==> config.mk <==
export PLATFORM = sky130hd
export DESIGN_NAME = dps_sequencer
export DESIGN_NICKNAME = d
export VERILOG_FILES = /design/src/dps_pkg.sv /design/src/dps_sequencer.sv /design/src/dps_monitor.sv
export VERILOG_INCLUDE_DIRS = /design/src
export SDC_FILE = /design/constraint.sdc
export NUM_CORES = 1
export LEC_CHECK = 0
export BUFFER_PORTS_ARGS = -buffer_cell sky130_fd_sc_hd__buf_2
export CORE_MARGIN = 2
export CORE_UTILIZATION = 43
export CTS_CLUSTER_DIAMETER = 200
export CTS_CLUSTER_SIZE = 40
export DETAILED_ROUTE_END_ITERATION = 12
export PLACE_DENSITY = 0.84
export RECOVER_POWER = 25
export SKIP_LAST_GASP = 1
export SYNTH_ARGS = -nofsm -noshare
export SYNTH_HDL_FRONTEND = slang
export SYNTH_SLANG_ARGS = --single-unit
export TNS_END_PERCENT = 50
==> constraint.sdc <==
create_clock -name core_clk_in -period 2.4 [get_ports core_clk_in]
set_clock_uncertainty 0.05 [all_clocks]
set_input_delay 0.24 -clock core_clk_in [delete_from_list [all_inputs] [get_ports core_clk_in]]
set_output_delay 0.24 -clock core_clk_in [all_outputs]
set_load 0.1 [all_outputs]
==> src/dps_defs.svh <==
// Constants for the decoder power-up sequencer.
// Assumes inclusion by bare name from the same folder.
`ifndef DPS_DEFS_SVH
`define DPS_DEFS_SVH
`define DPS_THR_W 8
`define DPS_THR_RST 8'h80
`define DPS_SERIAL_REG 8'h3B
`define DPS_SERIAL_VAL 16'h0020
`define DPS_RUN_CMD 16'h0001
`endif

==> src/dps_pkg.sv <==
// Types for the decoder power-up sequencer.
// Assumes the defs header sits in the same folder.
package dps_pkg;
  typedef enum logic [3:0] {
    DPS_OFF = 4'h1,
    DPS_STANDBY = 4'h2,
    DPS_ACTIVE = 4'h4,
    DPS_READY = 4'h8
  } dps_state_t;
endpackage

==> src/dps_sequencer.sv <==
// Power and bring-up logic of the decoder device.
// Assumes the controller keeps the start order and initialises the input.
// Behaviour
// - Converter enable high switches on up-converter and voltage monitor.
// - Supply-good drops when sensed voltage falls below programmed threshold.
// - Wake enable powers digital part and converter; processor mode runs.
// - Converter alone keeps running for other circuits; decoding stays off.
// - Control bus transfers serviced only while wake enable is high.
`timescale 1ns/100ps
`include "dps_defs.svh"
module dps_sequencer #(
  parameter int THR_W = `DPS_THR_W
) (
  input wire logic core_clk_in,
  input wire logic rst_in,
  input wire logic converter_enable_pin_in,
  input wire logic wake_enable_pin_in,
  input wire logic power_on_reset_pin_in,
  input wire logic bitstream_clock_pin_in,
  input wire logic [THR_W-1:0] supply_sense_pin_in,
  input wire logic bus_wr_in,
  input wire logic [7:0] bus_addr_in,
  input wire logic [15:0] bus_data_in,
  input wire logic bus_run_in,
  input wire logic [15:0] bus_run_cmd_in,
  input wire logic thr_wr_in,
  input wire logic [THR_W-1:0] thr_data_in,
  output logic supply_good_flag_out,
  output logic converter_on_out,
  output logic digital_on_out,
  output logic dsp_mode_out,
  output logic bus_ack_out,
  output logic serial_ready_out,
  output logic audio_enable_out,
  output logic [THR_W-1:0] threshold_out,
  output logic [3:0] state_out
);
  // ************************
  // State
  // ************************
  typedef struct packed {
    dps_pkg::dps_state_t fsm;
    logic [THR_W-1:0] thr;
    logic reg_done;
    logic serial_ready;
    logic ack;
    logic por_d;
  } dps_seq_state_t;
  dps_seq_state_t st_ff;
  dps_seq_state_t nxt_st;
  logic mon_good;
  logic bus_live;
  logic por_rise;
  logic init_clear;
  logic clk_low;
  logic thr_take;
  logic serial_wr;
  logic serial_wr_ok;
  logic run_take;
  logic run_ok;
  dps_monitor #(
    .THR_W(THR_W)
  ) u_mon (
    .core_clk_in(core_clk_in),
    .rst_in(rst_in),
    .enable_in(converter_enable_pin_in || wake_enable_pin_in),
    .sense_in(supply_sense_pin_in),
    .threshold_in(st_ff.thr),
    .good_out(mon_good)
  );
  // ************************
  // Access decode
  // ************************
  // Accesses count only when awake and ready
  assign bus_live = wake_enable_pin_in &&
                    (st_ff.fsm == dps_pkg::DPS_READY);
  assign por_rise = power_on_reset_pin_in && !st_ff.por_d;
  // Power loss or reset pin edge dominates any set
  assign init_clear = !wake_enable_pin_in || por_rise;
  // Bitstream clock must idle low during init
  assign clk_low = !bitstream_clock_pin_in;
  assign thr_take = bus_live && thr_wr_in;
  assign serial_wr = bus_live && bus_wr_in;
  assign serial_wr_ok = serial_wr && clk_low &&
                        (bus_addr_in == `DPS_SERIAL_REG);
  assign run_take = bus_live && bus_run_in;
  assign run_ok = run_take && clk_low && st_ff.reg_done &&
                  (bus_run_cmd_in == `DPS_RUN_CMD);
  // ************************
  // Next state
  // ************************
  always_comb begin
    nxt_st = st_ff;
    nxt_st.por_d = power_on_reset_pin_in;
    nxt_st.ack = 1'b0;
    case (st_ff.fsm)
      dps_pkg::DPS_OFF: begin
        if (wake_enable_pin_in) begin
          nxt_st.fsm = dps_pkg::DPS_ACTIVE;
        end else if (converter_enable_pin_in) begin
          nxt_st.fsm = dps_pkg::DPS_STANDBY;
        end
      end
      dps_pkg::DPS_STANDBY: begin
        if (wake_enable_pin_in) begin
          nxt_st.fsm = dps_pkg::DPS_ACTIVE;
        end else if (!converter_enable_pin_in) begin
          nxt_st.fsm = dps_pkg::DPS_OFF;
        end
      end
      // Wake lost during bring-up falls straight back
      dps_pkg::DPS_ACTIVE: begin
        if (!wake_enable_pin_in) begin
          nxt_st.fsm = converter_enable_pin_in ? dps_pkg::DPS_STANDBY
                                               : dps_pkg::DPS_OFF;
        end else begin
          nxt_st.fsm = dps_pkg::DPS_READY;
        end
      end
      dps_pkg::DPS_READY: begin
        if (!wake_enable_pin_in) begin
          nxt_st.fsm = converter_enable_pin_in ? dps_pkg::DPS_STANDBY
                                               : dps_pkg::DPS_OFF;
        end
      end
      default: begin
        nxt_st.fsm = dps_pkg::DPS_OFF;
      end
    endcase
    // Init state lost on digital power-down or reset pin edge
    if (init_clear) begin
      nxt_st.reg_done = 1'b0;
      nxt_st.serial_ready = 1'b0;
    end else begin
      if (thr_take) begin
        nxt_st.thr = thr_data_in;
      end
      if (serial_wr_ok) begin
        nxt_st.reg_done = (bus_data_in == `DPS_SERIAL_VAL);
      end
      if (run_ok) begin
        nxt_st.serial_ready = 1'b1;
      end
      nxt_st.ack = thr_take || serial_wr || run_take;
    end
  end
  always_ff @(posedge core_clk_in) begin
    if (rst_in) begin
      st_ff.fsm <= dps_pkg::DPS_OFF;
      st_ff.thr <= THR_W'(`DPS_THR_RST);
      st_ff.reg_done <= 1'b0;
      st_ff.serial_ready <= 1'b0;
      st_ff.ack <= 1'b0;
      st_ff.por_d <= 1'b0;
    end else begin
      st_ff <= nxt_st;
    end
  end
  // ************************
  // Outputs
  // ************************
  // Power status
  assign supply_good_flag_out = mon_good;
  assign converter_on_out = converter_enable_pin_in || wake_enable_pin_in;
  assign digital_on_out = st_ff.fsm == dps_pkg::DPS_READY;
  assign dsp_mode_out = st_ff.fsm == dps_pkg::DPS_READY;
  // Control bus and init status
  assign bus_ack_out = st_ff.ack;
  assign serial_ready_out = st_ff.serial_ready;
  assign audio_enable_out = st_ff.serial_ready && digital_on_out;
  assign threshold_out = st_ff.thr;
  assign state_out = st_ff.fsm;
endmodule // dps_sequencer

==> src/dps_monitor.sv <==
// Supply monitor: compares sensed level against a programmable threshold.
// Assumes sense level already digitised and synchronous to core_clk_in.
`timescale 1ns/100ps
`include "dps_defs.svh"
module dps_monitor #(
  parameter int THR_W = `DPS_THR_W
) (
  input wire logic core_clk_in,
  input wire logic rst_in,
  input wire logic enable_in,
  input wire logic [THR_W-1:0] sense_in,
  input wire logic [THR_W-1:0] threshold_in,
  output logic good_out
);
  typedef struct packed {
    logic good;
  } dps_mon_state_t;
  dps_mon_state_t st_ff;
  dps_mon_state_t nxt_st;
  always_comb begin
    nxt_st = st_ff;
    nxt_st.good = enable_in && (sense_in >= threshold_in);
  end
  always_ff @(posedge core_clk_in) begin
    if (rst_in) begin
      st_ff <= '0;
    end else begin
      st_ff <= nxt_st;
    end
  end
  assign good_out = st_ff.good;
endmodule // dps_monitor

==> summary.txt, run 1 <==
Outcome: finished, final reports clean
YS warnings: 0
Post-DRT Antenna Nets: 0
CTS tree: yes
Post-CTS Hold Fix Bufs: 0
Die footprint: 3100 µm²
Max-slew violation count: 0
Placed instance count: 230
Initial cell density of the core: 0.460
Routability Congestion: 0.781
Drt drc: 0
Largest area contributor in the netlist: dfxtp_1
Worst path slowest cell: nor4b_4
Port Buffers: 83
Number of fillers in the final layout: 233
Vias in the first global route: 1154
Root Buffer Master: clkbuf_4
Fmax: 478 MHz
Total Nets Final: 278
LEAKAGE: 0.755 nW
Post-CTS Setup Bufs: 0
Peak VDD IR: 0.401 mV
Synth Flop Type: dfxtp_1
Top-count cell post-synth: dfxtp_1
Syn Area/Cell: 8.58 µm²
DR WL/cell: 11.4 µm
Type of origin of the critical path: flop
CP Cell Sequence: nor4b_4 > and2_2 > buf_2
Rows: 18
Post-synth EDFFs: 0
Initial antenna violation count: 0
CTS max path bufs: 2
Final setup fails: 0
WP data arrival: 1800 ps
Total grt overflow: 0
Clock Pin Slew Worst Setup and Hold Paths: 100 ps
Crit path kind: flop to primary output
Syn nets: 207
Area of the core: 2500 µm²
P&R area growth vs syn: 29.7%
Final Non-Filler Cells: 234
Netlist cell types: 38
WHS: 128 ps
Setup TNS: 0 ps
Register bit total from synthesis: 17
Reg area: 340 µm²
HPWL Detailed: 2.27 mm
Most frequent cells after synthesis: 17 x dfxtp_1, 13 x buf_4, 12 x nor2_1
Vias: 1154
Largest net degree at the start of global routing: 14
Total wire length: 2.67 mm
Final hold violations: 0
Slew @ Worst Pin: 1180 ps
Critical Path RT: 2110 ps
Mapped Area: 1150 µm²
Unrepaired setup endpoints after global routing: no
Slew margin rel.: 0.218
Fraction of layout cells with a size suffix above 1: 0.412
H-tree levels: 1
Synth top area share: 0.296
Chip width: 55.7 µm
Skew-Pair Late Insertion Delay: 290 ps
Die height: 55.7 µm
Area of the multi-input gates: 639 µm²
Sink Count: 17
Cell Pwr Density: 475 nW/µm²
Period utilization: 0.872
Initial drt markers: 25
Synth top area cells: dfxtp_1 30%, ha_1 8.7%, buf_4 8.5%
Seq/Total Area, Yosys: 0.296
CTS buffer count: 3
Post-Syn Instances: 134
Async S/R FF share, synth: 0
Hold Path Class: primary input to flop
First-pass GRT wire length: 4.71 mm
Gr usage total: 0.184
Crit end category: primary output
Drt pass-1 iters: 4
Routed vias/inst: 4.93
Crit-path max cell delay: 470 ps
Final min period: 2090 ps
PostCTS Resize Cnt: 0
I/O pin count: 84
Max Cap Violations: 0
Worst-path maximum fanout: 11
Antenna cells: 0
Layout Utilization: 0.597
path summary, 6_finish.rpt:
path / startpoint / endpoint / slack [ps] / depth (start not counted)
min: power_on_reset_pin_in / st_ff[0]$_SDFF_PP0_ / 130 / 2
max reg2reg: state_out[1]$_SDFFE_PP0P_ / threshold_out[7]$_SDFFE_PP1P_ / 580 / 3
min reg2reg: st_ff[3]$_SDFFE_PP0P_ / st_ff[3]$_SDFFE_PP0P_ / 430 / 2
max: state_out[1]$_SDFFE_PP0P_ / audio_enable_out / 310 / 3
worst max-delay path, delay by kind of cell (launching register included):
family | cells | cell delay, ps
AND/OR/NAND/NOR | 2 | 670
flip-flops | 1 | 430
buffers and inverters | 1 | 410
cell type report:
cell class,instances,share of cell area
Clock buffer,4,0.0176
Inverter,11,0.0277
Multi-Input combinational cell,89,0.429
Sequential cell,17,0.228
Tap cell,30,0.0252
Timing Repair Buffer,83,0.273
flip-flops by register name (all words and copies together), names as in the netlist:
name              cells
bus_ack_out           1
state_out             4
serial_ready_out      1
threshold_out         8
st_ff                 2
u_mon.good_out        1
where the power goes:
part	switching, W	internal (W)	total (W)
registers	0.0000311	0.000294	0.000325
logic	0.000146	0.0000857	0.000231
clock network	0.0000868	0.0000645	0.000151
total	0.000264	0.000444	0.000708
routing by layer:
layer | vias up | global-route usage | routed length, µm
li1 | 606 | - | -
met1 | 511 | 0.213 | 1170
met2 | 37 | 0.337 | 1300
met3 | 0 | 0.0488 | 201
met4 | 0 | 0.0348 | 0
met5 | - | 0 | 0
kinds of logic (layout without fill, tap and decap cells):
kind of cell	after synthesis	after routing	synth area share
compound gates	18	18	0.0969
fa+ha+maj	8	8	0.0871
simple gates	53	53	0.288
buf+inv	28	98	0.148
xor+xnor	3	3	0.0229
mux	7	7	0.0609
flops	17	17	0.296
cells in the final DEF, fill, tap and decap left out, types with 4 or more instances in the layout:
master,instances
a21oi_1,8
buf_2,76
clkbuf_1,8
dfxtp_1,17
ha_1,8
inv_1,11
mux2i_1,7
nand2b_1,4
nor2_1,12
nor3_1,4
nor4_1,8
per-stage QoR:
| step | cell area (µm²) | worst slack [ps] | power, W |
|---|---|---|---|
| final | 1490 | 307 | 0.000708 |
| after floorplan | 1150 | -318 | 0.000511 |
| after CTS | 1500 | 281 | 0.000715 |
| after global routing | 1490 | 161 | 0.000747 |
| after detailed placement | 1470 | 559 | 0.000564 |
| after global placement | 1470 | 604 | 0.000560 |
(Power assumes the default switching activity.)
==> run 2: changes to the inputs <==
- CORE_UTILIZATION: 43 -> 37
- CTS_BUF_LIST: not set -> sky130_fd_sc_hd__clkbuf_4 sky130_fd_sc_hd__clkbuf_8
- PLACE_DENSITY: 0.84 -> 0.74
==> run 2 against run 1 <==
  * Total power shrank 0.21%
  * First-iteration DRC count is 56% higher
  * Critical path depth unchanged
  * Design area is 0.34% higher
  * Flip-flop and latch count unchanged
  * Worst setup slack worse by 35 ps
  * Sequential power hardly changed
  * Largest power group unchanged
==> summary.txt, run 2 (synthesis results as in run 1) <==
Outcome: finished, final reports clean
Rows: 20
Post-CTS Hold Fix Bufs: 0
Initial antenna violation count: 0
LEAKAGE: 0.761 nW
Worst-path maximum fanout: 11
Final hold violations: 0
Area of the core: 3000 µm²
CTS max path bufs: 2
Drt drc: 0
Placed instance count: 233
Post-CTS Setup Bufs: 0
Total grt overflow: 0
Peak VDD IR: 0.268 mV
Max Used Layer: met3
Antenna cells: 0
DR WL met2: 1.34 mm
Slew margin rel.: 0.217
I/O pin count: 84
Wl on met1: 1.22 mm
Worst path slowest cell: nor4b_4
Die footprint: 3570 µm²
Initial drt markers: 39
H-tree levels: 1
DR WL/cell: 11.6 µm
Worst path bufs/invs: 1
Placed cell areas: 1480 µm²
Port Buffers: 83
Routability Congestion: 0.836
Fraction of layout cells with a size suffix above 1: 0.417
WHS: 126 ps
Clock Pin Slew Worst Setup and Hold Paths: 100 ps
Fin area: 1500 µm²
Vias: 1153
Final min period: 2130 ps
Routed vias/inst: 4.86
Crit-path max cell delay: 500 ps
Type of origin of the critical path: flop
Crit end category: primary output
PostCTS Resize Cnt: 0
CTS tree: yes
Vias in the first global route: 1085
Fmax: 470 MHz
Chip width: 59.7 µm
First-pass GRT wire length: 4.47 mm
Period utilization: 0.887
Max-slew violation count: 0
Max Cap Violations: 0
P&R area growth vs syn: 30.1%
Drt pass-1 iters: 4
Total wire length: 2.76 mm
Met3 Wirelength: 190 µm
Crit path kind: flop to primary output
Skew-Pair Late Insertion Delay: 290 ps
Die height: 59.7 µm
Critical Path RT: 2110 ps
Total power draw: 0.000706 W
Unrepaired setup endpoints after global routing: no
HPWL Detailed: 2.34 mm
Final Non-Filler Cells: 237
Most frequent cells in the layout: 76 x buf_2, 17 x dfxtp_1, 12 x nor2_1
CP Cell Sequence: nor4b_4 > and2_2 > buf_2
Most common cell after layout, fill and taps aside: buf_2
Total Nets Final: 278
Post-DRT Antenna Nets: 0
CTS buffer count: 3
WP data arrival: 1840 ps
Top Family by Delay on Critical Path: simple AND/OR/NAND/NOR gates
Slew @ Worst Pin: 1180 ps
Root Buffer Master: clkbuf_4
Cell Pwr Density: 472 nW/µm²
Largest net degree at the start of global routing: 14
Hold Path Class: primary input to flop
Initial cell density of the core: 0.383
Number of fillers in the final layout: 313
Setup TNS: 0 ps
Gr usage total: 0.158
Sink Count: 17
Final setup fails: 0
Max reg flops: 8
## run 2: cell count changes in the layout (fill, tap and decap cells not counted), sizes merged
cell    change
clkbuf      -1
clkinv      +1
## run 2: path summary, 6_finish.rpt
path                              from                             to  slack (ps)  cells past startpoint
min reg2reg      st_ff[3]$_SDFFE_PP0P_          st_ff[3]$_SDFFE_PP0P_         430                      2
min                     thr_data_in[1]  threshold_out[1]$_SDFFE_PP0P_         130                      3
max reg2reg  state_out[1]$_SDFFE_PP0P_  threshold_out[7]$_SDFFE_PP1P_         530                      3
max          state_out[1]$_SDFFE_PP0P_               audio_enable_out         270                      3
## run 2: worst reg2reg max path: cells and delay by family (launching register included)
family             cells  cell delay (ps)
AOI/OAI and AO/OA      1              390
and+or+nand+nor        2              910
DFF                    1              430
## run 2: layout make-up
class / instances / area (µm²) / share of cell area
well taps: 33 / 41.3 / 0.0276
flip-flops and latches: 17 / 340 / 0.227
clock inverters: 1 / 5.00 / 0.00334
inverters: 11 / 41.3 / 0.0276
repair buffers: 83 / 407 / 0.272
multi-input cells: 89 / 639 / 0.427
clock buffers: 3 / 22.5 / 0.0151
## run 2: power by group
group,internal [W],switching (W)
registers,0.000294,0.0000305
clock network,0.0000618,0.0000876
logic,0.0000860,0.000146
total,0.000442,0.000265
## run 2: metal layers
layer	up-vias	track usage
li1	601	-
met1	514	0.194
met2	38	0.275
met3	0	0.0584
met4	0	0.00952
met5	-	0
## run 2: per-stage QoR
step                 util  setup slack [ps]
floorplan               -              -318
global placement    0.492               591
detailed placement  0.492               525
CTS                 0.501               269
global route        0.498               169
finish              0.498               272
==> run 3: changes to the inputs <==
- CORE_UTILIZATION: 37 -> 45
- PLACE_DENSITY: 0.74 -> 0.88
==> run 3 against run 2 <==
  * Register-to-register slack about the same
  * Highest routed layer is now met4
  * Utilization is 11 points higher
  * Hold slack better by 8.1 ps
  * Global-route usage is 6.6 points higher
  * Via count grew 3.6%
  * First-iteration DRC count fell by 72%
  * Sequential power barely moved
  * Combinational power hardly changed
  * Cell count fell by 1.3%
==> summary.txt, run 3 (synthesis results as in run 1) <==
Outcome: finished, final reports clean
Worst R2R Setup Slack: 520 ps
Total Nets Final: 278
Rows: 18
Post-CTS Hold Fix Bufs: 0
Fmax: 464 MHz
Peak VDD IR: 0.372 mV
DR WL/cell: 12.0 µm
Max-slew violation count: 0
Slew margin rel.: 0.217
Hold path cells: 3
Cell Pwr Density: 473 nW/µm²
Initial antenna violation count: 0
Fin area: 1490 µm²
PostCTS Resize Cnt: 0
Max Cap Violations: 0
Setup TNS: 0 ps
WP data arrival: 1860 ps
Unrepaired setup endpoints after global routing: no
Reg2reg path depth: 3
Total grt overflow: 0
Routed vias/inst: 5.10
Period utilization: 0.897
Type of origin of the critical path: flop
Slew @ Worst Pin: 1180 ps
H-tree levels: 1
Final hold violations: 0
Vias in the first global route: 1187
Die footprint: 2980 µm²
Die height: 54.6 µm
Final setup fails: 0
Drt drc: 0
Vias: 1194
Critical Path RT: 2110 ps
Routability Congestion: 0.747
First-pass GRT wire length: 4.86 mm
Area of the core: 2450 µm²
Crit end category: primary output
Largest net degree at the start of global routing: 14
Drt pass-1 iters: 4
P&R area growth vs syn: 29.8%
Hold Path Class: primary input to flop
Root Buffer Master: clkbuf_4
Total wire length: 2.81 mm
CTS buffer count: 3
Worst-path maximum fanout: 11
I/O pin count: 84
Antenna cells: 0
LEAKAGE: 0.761 nW
Max reg flops: 8
Clock Pin Slew Worst Setup and Hold Paths: 100 ps
Chip width: 54.6 µm
Port Buffers: 83
Fraction of layout cells with a size suffix above 1: 0.417
HPWL Detailed: 2.43 mm
Crit path kind: flop to primary output
Initial drt markers: 11
Gr usage total: 0.224
Post-DRT Antenna Nets: 0
Final min period: 2150 ps
Skew-Pair Late Insertion Delay: 280 ps
Post-CTS Setup Bufs: 0
Placed cell areas: 1470 µm²
CTS max path bufs: 2
Sink Count: 17
Initial cell density of the core: 0.468
CTS tree: yes
Number of fillers in the final layout: 222
Most common cell after layout, fill and taps aside: buf_2
Most frequent cells in the layout: 76 x buf_2, 17 x dfxtp_1, 12 x nor2_1
[run 3: worst paths after layout]
| kind | endpoint | from |
|---|---|---|
| max reg2reg | threshold_out[7]$_SDFFE_PP1P_ | state_out[1]$_SDFFE_PP0P_ |
| max | audio_enable_out | state_out[1]$_SDFFE_PP0P_ |
| min | threshold_out[0]$_SDFFE_PP0P_ | thr_data_in[0] |
| min reg2reg | st_ff[3]$_SDFFE_PP0P_ | st_ff[3]$_SDFFE_PP0P_ |
[run 3: layout make-up]
cell class	count	area, µm²	area share
Multi-Input combinational cell	89	639	0.428
Timing Repair Buffer	83	407	0.272
Sequential cell	17	340	0.228
Inverter	11	41.3	0.0277
Tap cell	30	37.5	0.0251
Clock buffer	3	22.5	0.0151
Clock inverter	1	5.00	0.00335
[run 3: metal layers]
metal  track usage  vias up  part of all wire
li1              -      604                 -
met1         0.263      553              0.41
met2         0.398       35              0.53
met3        0.0546        2             0.052
met4        0.0708        0            0.0046
met5             0        -                 0
[run 3: critical path, stage by stage (launching register included)]
cell	delay, ps
dfxtp_1	430
nor4b_4	520
and2_2	210
buf_2	410
[run 3: metrics by stage]
| step | instances | setup slack (ps) | hold slack, ps | util | total power (W) |
|---|---|---|---|---|---|
| finish | 234 | 247 | 134 | 0.608 | 0.000706 |
| global route | 234 | 138 | 122 | 0.608 | 0.000752 |
| CTS | 234 | 216 | 131 | 0.612 | 0.000717 |
| detailed placement | 230 | 523 | 424 | 0.600 | 0.000567 |
| global placement | 230 | 585 | 415 | 0.600 | 0.000561 |
| floorplan | 134 | -318 | 266 | - | 0.000511 |
[run 3: report_power, final]
group          total [W]  switching [W]  internal [W]
registers       0.000325      0.0000309      0.000294
clock network   0.000148      0.0000864     0.0000618
logic           0.000233       0.000147     0.0000859
